**src/tlw_pkg.sv**
```systemverilog
// Constants and carrier types shared by the three-wire serial port files.
package tlw_pkg;

  // Register map of the plain register port (word index = address).
  localparam int          ADDR_W    = 3;
  localparam int          DATA_W    = 8;
  localparam logic [2:0]  OFS_CTRL  = 3'h0;
  localparam logic [2:0]  OFS_SHIFT = 3'h1;
  localparam logic [2:0]  OFS_DIR   = 3'h2;
  localparam logic [2:0]  OFS_LATCH = 3'h3;

  // Control register, bits 3..0.
  typedef struct packed {
    logic clock_select_hi;
    logic clock_select_lo;
    logic serial_output_enable_flag;
    logic transfer_start_flag;
  } tlw_ctrl_s;

  // Pin direction flags, bits 2..0; a one makes the pin an output.
  typedef struct packed {
    logic clock_pin_direction;
    logic data_out_pin_direction;
    logic data_in_pin_direction;
  } tlw_dir_s;

  // General-purpose output latches of the three pins, bits 2..0.
  typedef struct packed {
    logic sck;
    logic so;
    logic si;
  } tlw_latch_s;

  localparam tlw_ctrl_s  CTRL_RST  = 4'h0;
  localparam tlw_dir_s   DIR_RST   = 3'h0;
  localparam tlw_latch_s LATCH_RST = 3'h4;
  localparam logic [7:0] SHIFT_RST = 8'h00;

  // Both clock-select flags high selects the peer's clock.
  localparam logic [1:0] CKS_SLAVE     = 2'h3;
  localparam logic [3:0] BITS_PER_XFER = 4'h8;

  // Master shift-clock half periods per clock-select value.
  localparam int         CLK_NS      = 5;
  localparam int         HALF_NS_0   = 400;
  localparam int         HALF_NS_1   = 800;
  localparam int         HALF_NS_2   = 1600;
  localparam logic [8:0] HALF_CYC_0  = 9'((HALF_NS_0 + CLK_NS - 1) / CLK_NS);
  localparam logic [8:0] HALF_CYC_1  = 9'((HALF_NS_1 + CLK_NS - 1) / CLK_NS);
  localparam logic [8:0] HALF_CYC_2  = 9'((HALF_NS_2 + CLK_NS - 1) / CLK_NS);

endpackage

```
**src/tlw_clkgen.sv**
```systemverilog
// Master shift-clock divider; idles high whenever it is not running.
`timescale 1ns/1ps
`default_nettype none
module tlw_clkgen (
  input  wire logic       clk,
  input  wire logic       nrst,
  input  wire logic       run,
  input  wire logic [8:0] half_cyc,
  output logic            sck
);

  logic [8:0] cnt_r;
  logic [8:0] cnt_nxt;
  logic       wrap;

  assign wrap    = (cnt_r == half_cyc - 9'h001);
  assign cnt_nxt = (!run || wrap) ? 9'h000 : cnt_r + 9'h001;

  always_ff @(posedge clk or negedge nrst) begin
    if (!nrst) begin
      cnt_r <= 9'h000;
      sck   <= 1'b1;
    end else begin
      cnt_r <= cnt_nxt;
      sck   <= !run ? 1'b1 : (wrap ? !sck : sck);
    end
  end

endmodule
`default_nettype wire

```
**src/tlw_serial.sv**
```systemverilog
// Three-wire serial port with wait block, clock counter and pin control.
//
// Operation
// - Wait state halts clock and shift register.
// - Writing start flag one begins transfer.
// - Eighth rising edge re-enters wait, clears flag.
// - Start flag reads back transfer in progress.
// - Writing zero forces wait, clears counter.
// - Wait-state loads work; MSB out on release.
// - Slave wait-state load with clock low loses contents.
// - Load with clock high: MSB at fall.
// - Load with clock low drives MSB immediately.
// - After eight pulses master clock stays high.
// - Clock selects pick mode; enable picks transmit.
// - Master drives clock pin when direction output.
// - Slave floats clock pin when direction input, peer clocks.
// - Transmit data changes on falling clock edge.
// - Receive samples data pin on rising edge.
// - Clock pin read: latch waiting, pin running.
// - Data-out pin read returns its latch.
// - Eight-bit register, MSB out, LSB in.
// - Reset, clock stop, chip-enable reset force wait.
//
// The register addresses and the plain strobed port were decided locally.
`timescale 1ns/1ps
`default_nettype none
module tlw_serial (
  input  wire logic       CLK_SYS,
  input  wire logic       NRST,
  input  wire logic [2:0] ADDR,
  input  wire logic [7:0] WDATA,
  input  wire logic       WR,
  input  wire logic       RD,
  output logic      [7:0] RDATA,
  input  wire logic       STOP_CLK,
  input  wire logic       CE_RST,
  input  wire logic       SCK_I,
  output logic            SCK_O,
  output logic            SCK_OE_N,
  output logic            SO_O,
  output logic            SO_OE_N,
  input  wire logic       SI_I,
  output logic            SI_O,
  output logic            SI_OE_N
);

  // Rotates the register left by one, MSB landing in the LSB.
  function automatic logic [7:0] rotl1(input logic [7:0] v);
    rotl1 = {v[6:0], v[7]};
  endfunction

  // True when the port index selects the given register.
  function automatic logic reg_hit(input logic [2:0] a,
                                   input logic [2:0] ofs);
    reg_hit = (a == ofs);
  endfunction

  // Register state.
  tlw_pkg::tlw_ctrl_s  ctrl_r;
  tlw_pkg::tlw_ctrl_s  ctrl_nxt;
  tlw_pkg::tlw_dir_s   dir_r;
  tlw_pkg::tlw_dir_s   dir_nxt;
  tlw_pkg::tlw_latch_s latch_r;
  tlw_pkg::tlw_latch_s latch_nxt;
  logic [7:0]          sr_r;
  logic [7:0]          sr_nxt;
  logic [3:0]          cnt_r;
  logic [3:0]          cnt_nxt;
  logic                so_data_r;
  logic                so_data_nxt;
  logic                sck_prev_r;
  logic [7:0]          rdata_nxt;

  // Pin-side levels after synchronisation, and the internal master clock.
  logic [1:0]          pins_s;
  logic                sck_s;
  logic                si_s;
  logic                int_sck;

  // Decode and derived conditions.
  logic                busy;
  logic                is_master;
  logic                wr_ctrl;
  logic                wr_shift;
  logic                wr_dir;
  logic                wr_latch;
  logic                ts_wdata;
  logic                release_ev;
  logic                forced_wait;
  logic                global_wait;
  logic                sck_lvl;
  logic                sck_rise;
  logic                sck_fall;
  logic [3:0]          cnt_inc;
  logic                last_rise;
  logic                si_bit;
  logic                load_lost;
  logic [8:0]          half_cyc;
  logic [7:0]          ctrl_rd;
  logic [7:0]          shift_rd;
  logic [7:0]          latch_rd;
  logic [7:0]          rd_mux;
  logic [7:0]          dir_rd;
  logic                sck_o_nxt;
  logic                so_o_nxt;

  // Both pins come from outside the clock domain; nothing but the second
  // flop of the synchroniser is ever read.
  tlw_sync #(
    .WIDTH (2)
  ) u_sync (
    .clk  (CLK_SYS),
    .nrst (NRST),
    .d    ({SCK_I, SI_I}),
    .q    (pins_s)
  );

  assign sck_s = pins_s[1];
  assign si_s  = pins_s[0];

  assign is_master = {ctrl_r.clock_select_hi, ctrl_r.clock_select_lo}
                     != tlw_pkg::CKS_SLAVE;
  assign busy      = ctrl_r.transfer_start_flag;

  assign half_cyc = ctrl_r.clock_select_hi ? tlw_pkg::HALF_CYC_2 :
                    ctrl_r.clock_select_lo ? tlw_pkg::HALF_CYC_1 :
                                             tlw_pkg::HALF_CYC_0;

  // The generator restarts from a full high half period, so every frame
  // opens with a falling edge and the first bit has a whole half to settle.
  // generator halted in wait
  tlw_clkgen u_clkgen (
    .clk      (CLK_SYS),
    .nrst     (NRST),
    .run      (busy && is_master),
    .half_cyc (half_cyc),
    .sck      (int_sck)
  );

  // Register port decode.
  assign wr_ctrl  = WR && reg_hit(ADDR, tlw_pkg::OFS_CTRL);
  assign wr_shift = WR && reg_hit(ADDR, tlw_pkg::OFS_SHIFT);
  assign wr_dir   = WR && reg_hit(ADDR, tlw_pkg::OFS_DIR);
  assign wr_latch = WR && reg_hit(ADDR, tlw_pkg::OFS_LATCH);
  assign ts_wdata = WDATA[0];

  assign release_ev  = wr_ctrl && ts_wdata && !busy;
  assign forced_wait = wr_ctrl && !ts_wdata;
  assign global_wait = STOP_CLK || CE_RST;

  // In slave mode the edge detector follows the peer clock all the time,
  // so the first edge after release is judged against a settled level.
  assign sck_lvl  = is_master ? int_sck : sck_s;
  assign sck_rise = busy && sck_lvl && !sck_prev_r;
  assign sck_fall = busy && !sck_lvl && sck_prev_r;

  assign cnt_inc   = cnt_r + 4'h1;
  assign last_rise = sck_rise && (cnt_inc == tlw_pkg::BITS_PER_XFER);

  assign si_bit = dir_r.data_in_pin_direction ? latch_r.si : si_s;

  // Lost contents read as zero; reload once the clock pin is high.
  // slave low-clock load lost
  assign load_lost = !is_master && !busy && !sck_s;

  // A software write of one beats the self-clear on the last edge, so a
  // restart issued in that very cycle is not dropped.
  always_comb begin
    ctrl_nxt = ctrl_r;
    if (wr_ctrl) begin
      ctrl_nxt = tlw_pkg::tlw_ctrl_s'(WDATA[3:0]);
    end else if (last_rise) begin
      ctrl_nxt.transfer_start_flag = 1'b0;
    end
    if (global_wait) begin
      ctrl_nxt.transfer_start_flag = 1'b0;
    end
  end

  always_comb begin
    cnt_nxt = cnt_r;
    if (global_wait || forced_wait || last_rise) begin
      cnt_nxt = 4'h0;
    end else if (sck_rise) begin
      cnt_nxt = cnt_inc;
    end
  end

  // A write while running is kept as written; the counter is left alone,
  // so a load with the clock high continues the current frame.
  always_comb begin
    sr_nxt = sr_r;
    if (wr_shift) begin
      sr_nxt = load_lost ? 8'h00 : WDATA;
    end else if (sck_rise) begin
      sr_nxt = {sr_r[6:0], si_bit};
    end
  end

  always_comb begin
    so_data_nxt = so_data_r;
    if (wr_shift && busy && !sck_lvl) begin
      so_data_nxt = WDATA[7];
    end else if (sck_fall) begin
      so_data_nxt = sr_r[7];
    end else if (release_ev) begin
      so_data_nxt = sr_r[7];
    end
  end

  assign dir_nxt   = wr_dir ? tlw_pkg::tlw_dir_s'(WDATA[2:0]) : dir_r;
  assign latch_nxt = wr_latch ? tlw_pkg::tlw_latch_s'(WDATA[2:0]) : latch_r;

  // Readback.
  // start flag shows busy
  assign ctrl_rd  = {4'h0, ctrl_r};
  assign shift_rd = (is_master && busy && sck_lvl) ? rotl1(sr_r) : sr_r;
  assign latch_rd = {5'h00,
                     busy ? sck_s : latch_r.sck,
                     latch_r.so,
                     si_bit};

  assign dir_rd = {5'h00, dir_r};

  assign rd_mux = reg_hit(ADDR, tlw_pkg::OFS_CTRL)  ? ctrl_rd  :
                  reg_hit(ADDR, tlw_pkg::OFS_SHIFT) ? shift_rd :
                  reg_hit(ADDR, tlw_pkg::OFS_DIR)   ? dir_rd   :
                  reg_hit(ADDR, tlw_pkg::OFS_LATCH) ? latch_rd : 8'h00;

  // Read data is zero outside its cycle, so a stale word can never be
  // mistaken for the answer to a later read.
  assign rdata_nxt = RD ? rd_mux : 8'h00;

  assign sck_o_nxt = is_master ? (busy ? int_sck : 1'b1) : latch_r.sck;
  assign so_o_nxt  = (ctrl_r.serial_output_enable_flag && busy) ?
                     so_data_r : latch_r.so;

  always_ff @(posedge CLK_SYS or negedge NRST) begin
    if (!NRST) begin
      ctrl_r     <= tlw_pkg::CTRL_RST;
      dir_r      <= tlw_pkg::DIR_RST;
      latch_r    <= tlw_pkg::LATCH_RST;
      sr_r       <= tlw_pkg::SHIFT_RST;
      cnt_r      <= 4'h0;
      so_data_r  <= 1'b0;
      sck_prev_r <= 1'b1;
      RDATA      <= 8'h00;
    end else begin
      ctrl_r     <= ctrl_nxt;
      dir_r      <= dir_nxt;
      latch_r    <= latch_nxt;
      sr_r       <= sr_nxt;
      cnt_r      <= cnt_nxt;
      so_data_r  <= so_data_nxt;
      sck_prev_r <= sck_lvl;
      RDATA      <= rdata_nxt;
    end
  end

  // Pin drivers, each registered so the pads never see decode glitches.
  always_ff @(posedge CLK_SYS or negedge NRST) begin
    if (!NRST) begin
      SCK_O    <= 1'b1;
      SCK_OE_N <= 1'b1;
      SO_O     <= 1'b0;
      SO_OE_N  <= 1'b1;
      SI_O     <= 1'b0;
      SI_OE_N  <= 1'b1;
    end else begin
      SCK_O    <= sck_o_nxt;
      SCK_OE_N <= !dir_r.clock_pin_direction;
      SO_O     <= so_o_nxt;
      SO_OE_N  <= !dir_r.data_out_pin_direction;
      SI_O     <= latch_r.si;
      SI_OE_N  <= !dir_r.data_in_pin_direction;
    end
  end

endmodule
`default_nettype wire

```
**src/tlw_sync.sv**
```systemverilog
// Two-flop synchroniser for pin levels entering the system clock domain.
`timescale 1ns/1ps
`default_nettype none
module tlw_sync #(
  parameter int WIDTH = 2
) (
  input  wire logic             clk,
  input  wire logic             nrst,
  input  wire logic [WIDTH-1:0] d,
  output logic      [WIDTH-1:0] q
);

  logic [WIDTH-1:0] meta_r;

  always_ff @(posedge clk or negedge nrst) begin
    if (!nrst) begin
      meta_r <= '0;
      q      <= '0;
    end else begin
      meta_r <= d;
      q      <= meta_r;
    end
  end

endmodule
`default_nettype wire
```
**config.mk**
```make
export PLATFORM = sky130hd
export DESIGN_NAME = tlw_serial
export DESIGN_NICKNAME = d
export VERILOG_FILES = /design/src/tlw_pkg.sv /design/src/tlw_clkgen.sv /design/src/tlw_serial.sv /design/src/tlw_sync.sv
export SDC_FILE = /design/constraint.sdc
export NUM_CORES = 1
export LEC_CHECK = 0
export BUFFER_PORTS_ARGS = -buffer_cell sky130_fd_sc_hd__buf_2
export CAP_MARGIN = 20
export CORE_MARGIN = 2
export CORE_UTILIZATION = 45
export DETAILED_ROUTE_END_ITERATION = 10
export PLACE_DENSITY = 0.73
export SYNTH_ARGS = -nofsm -noshare
export SYNTH_HDL_FRONTEND = slang
export SYNTH_SLANG_ARGS = --single-unit
```
**constraint.sdc**
```tcl
create_clock -name CLK_SYS -period 2.3 [get_ports CLK_SYS]
set_input_delay 0 -clock CLK_SYS [delete_from_list [all_inputs] [get_ports CLK_SYS]]
set_output_delay 0 -clock CLK_SYS [all_outputs]
set_load 0.03 [all_outputs]
```
==> reports/summary.json <==
{
  "dieArea_mm2": 0.00608,
  "fraction_of_layout_instances_using_a_drive_strength_above_1": 0.244,
  "initial_core_util": 0.473,
  "slew_violations": 0,
  "route.detailed.drc": 0,
  "die_y_um": 78.0,
  "clock_sink_count": 52,
  "synth_fp_nets": 260,
  "kind_of_launch_point_of_the_worst_setup_path": "register",
  "fmax_mhz": 457,
  "yosys.area.top_type": "sky130_fd_sc_hd__dfrtp_1",
  "ys.warnings.count": 0,
  "via_count_of_the_first_global_routing_pass": 1803,
  "place_worst_setup_slack_ps": 538,
  "p_leak_uw": 0.00131,
  "finalWirelength_um": 5170,
  "synthesis.area_per_instance_um2": 10.3,
  "power-per-cell-area_mw_per_mm2": 701,
  "core_area_mm2": 0.00520,
  "final-hold-violation-count": 0,
  "synth-edff-count": 0,
  "synthMostInstantiatedCell": "sky130_fd_sc_hd__dfrtp_1",
  "grt_antenna_before_repair": 0,
  "required_ps": 2490,
  "detailedRoute.firstPassIterationCount": 4,
  "numCtsBuffers": 5,
  "seq_area_frac_synth": 0.532,
  "diodes": 0,
  "clock_root_buffer": "sky130_fd_sc_hd__clkbuf_8",
  "synth_top_area_share": 0.458,
  "path_class": "register to register",
  "layout_worst_path_cycle_share": 0.952,
  "grt_overflow": 0,
  "clkSlewWorstSetupHoldPaths_ps": 90,
  "synth.lib_cells_used.distinct": 51,
  "setup-tns-final_ps": 0,
  "synthArstFlopShare": 1.00,
  "cp_data_arrival_time_ps": 2380,
  "num_io_pins": 33,
  "setup_slack_ps": 111,
  "setup-violations-final": 0,
  "cts_tree": "yes",
  "postSynthRegisterBits": 52,
  "syn-instance-count": 239,
  "cts_repair_resizes": 0,
  "multi_input_comb_area_mm2": 0.00105,
  "synth_top_cells_by_area": "sky130_fd_sc_hd__dfrtp_1, sky130_fd_sc_hd__dfstp_2, sky130_fd_sc_hd__nand2_1, sky130_fd_sc_hd__mux2i_1, sky130_fd_sc_hd__mux2_2",
  "grt_setup_unrepaired": "false",
  "avgRoutedWirePerCell_um": 14.3,
  "timing.critical_path.to_type": "register",
  "critical_path.max_fanout": 9,
  "grt_pass1_wl_um": 8780,
  "grt_start_max_net_pins": 34,
  "via_count": 1912,
  "placement_rows": 26,
  "initial_drt_markers": 226,
  "layout.filler_cells": 473,
  "port_buffers": 32,
  "slew_headroom": 0.615,
  "die_width_um": 78.0,
  "final_antenna_net_count": 0,
  "hold_class": "input pin to register",
  "clkLatencyLatePin_ps": 310,
  "cts_max_path_buffers": 2,
  "utilization": 0.570,
  "grt_usage": 0.185,
  "outcome": "completed",
  "area_growth_pct": 20.6,
  "number_of_maximum_capacitance_constraint_violations": 0,
  "finClkSkew_ps": 7.20,
  "finalCriticalPeriod_ps": 2190,
  "routed_via_density": 5.30,
  "layout.area.seq_mm2": 0.00131,
  "ys.flop_type": "sky130_fd_sc_hd__dfrtp_1",
  "synthesis.area_mm2": 0.00246,
  "dp.final_hpwl_um": 3660,
  "actual_transition_at_the_worst_max_transition_pin_ps": 573,
  "finalNetCount": 311,
  "gp_congestion": 0.843,
  "cts-htree-levels": 2,
  "synth_top_cells_by_count": "sky130_fd_sc_hd__dfrtp_1, sky130_fd_sc_hd__nand2_1, sky130_fd_sc_hd__nor2_1, sky130_fd_sc_hd__o21ai_0, sky130_fd_sc_hd__nand3_1",
  "power.ir.vdd_worst_mv": 0.367
}
==> cells by family (layout without fill, tap and decap cells) <==
family	Yosys count	count (layout)	share of synthesized area
AOI/OAI and AO/OA	50	50	0.139
xor gates and xnor gates	8	8	0.0285
adders and majority gates	2	2	0.0102
buffers and inverters	18	70	0.0397
DFF	52	52	0.532
muxes	17	17	0.0732
and+or+nand+nor	92	92	0.177
==> final cells by class <==
| type | count | area share |
|---|---|---|
| flip-flops and latches | 52 | 0.441 |
| multi-input cells | 169 | 0.355 |
| repair buffers | 54 | 0.121 |
| clock buffers | 7 | 0.0325 |
| well taps | 70 | 0.0295 |
| clock inverters | 1 | 0.0101 |
| inverters | 8 | 0.0101 |
==> final timing paths <==
path                          endpoint        startpoint  cells after the start  slack (ps)
min reg2reg                u_sync.q[1]  u_sync.meta_r[1]                      0         360
max                               busy      u_clkgen.sck                      6         110
max in group asynchronous      SI_OE_N              NRST                      3        1350
min in group asynchronous  u_sync.q[0]              NRST                      2         170
min                           RDATA[3]                RD                      3          20
max reg2reg                       busy      u_clkgen.sck                      6         110
==> stage by stage <==
| stage | power [uW] | instance area, um2 | hold slack (ps) | cells |
|---|---|---|---|---|
| floorplan | 1300 | 2460 | -296 | 239 |
| global placement | 1400 | 2690 | -38.0 | 337 |
| detailed placement | 1410 | 2690 | -37.0 | 337 |
| CTS | 2090 | 2950 | 19.7 | 359 |
| global route | 2180 | 2970 | 36.6 | 361 |
| finish | 2080 | 2970 | 19.5 | 361 |
==> power breakdown <==
part	switching, uW	leakage [uW]	total (uW)	internal [uW]
sequential	79.2	0.000657	1110	1030
clock	285	0.0000645	669	384
combinational	181	0.000593	306	126
total	545	0.00131	2080	1540
==> what timing repair did <==
item | 4_1_cts | 5_1_grt
hold buffers | 14 | 0
setup buffers | 0 | 2
setup endpoints to repair | 0 | 1
hold endpoints to repair | 38 | 0
==> cells in the final DEF, fill, tap and decap left out, drive strengths merged, types with 7 or more instances in the layout <==
cell / netlist / final
nand2: 42 / 42
clkbuf: 6 / 7
dlygate4sd3: 0 / 14
mux2: 8 / 8
inv: 8 / 8
nor2: 16 / 16
a21oi: 10 / 10
nand3: 12 / 12
dfrtp: 45 / 45
buf: 4 / 40
o21ai: 15 / 15
mux2i: 9 / 9
dfstp: 7 / 7
==> flip-flops by register name, summed over array words and instances (netlist names) <==
| signal | count |
|---|---|
| RDATA | 8 |
| SCK_O | 1 |
| SCK_OE_N | 1 |
| SI_O | 1 |
| SI_OE_N | 1 |
| SO_O | 1 |
| SO_OE_N | 1 |
| busy | 1 |
| cnt_r | 4 |
| ctrl_r | 3 |
| dir_r | 3 |
| latch_r | 3 |
| sck_prev_r | 1 |
| so_data_r | 1 |
| sr_r | 8 |
| u_clkgen.cnt_r | 9 |
| u_clkgen.sck | 1 |
| u_sync.meta_r | 2 |
| u_sync.q | 2 |
==> layer usage <==
layer	GRT usage	share of wire	vias to the layer above
li1	-	-	939
met2	0.285	0.46	51
met1	0.259	0.47	912
met5	0	0	-
met3	0.0430	0.048	10
met4	0.0632	0.016	0
==> critical path, cell delays in order, from the launching register on <==
cell and delay, ps:
sky130_fd_sc_hd__dfstp_2 580, sky130_fd_sc_hd__a21bo_2 270, sky130_fd_sc_hd__a21oi_2 160, sky130_fd_sc_hd__buf_4 190, sky130_fd_sc_hd__o2111a_1 240, sky130_fd_sc_hd__o32ai_1 90, sky130_fd_sc_hd__dlygate4sd3_1 550
No activity file was read; power rests on OpenSTA's default activity.
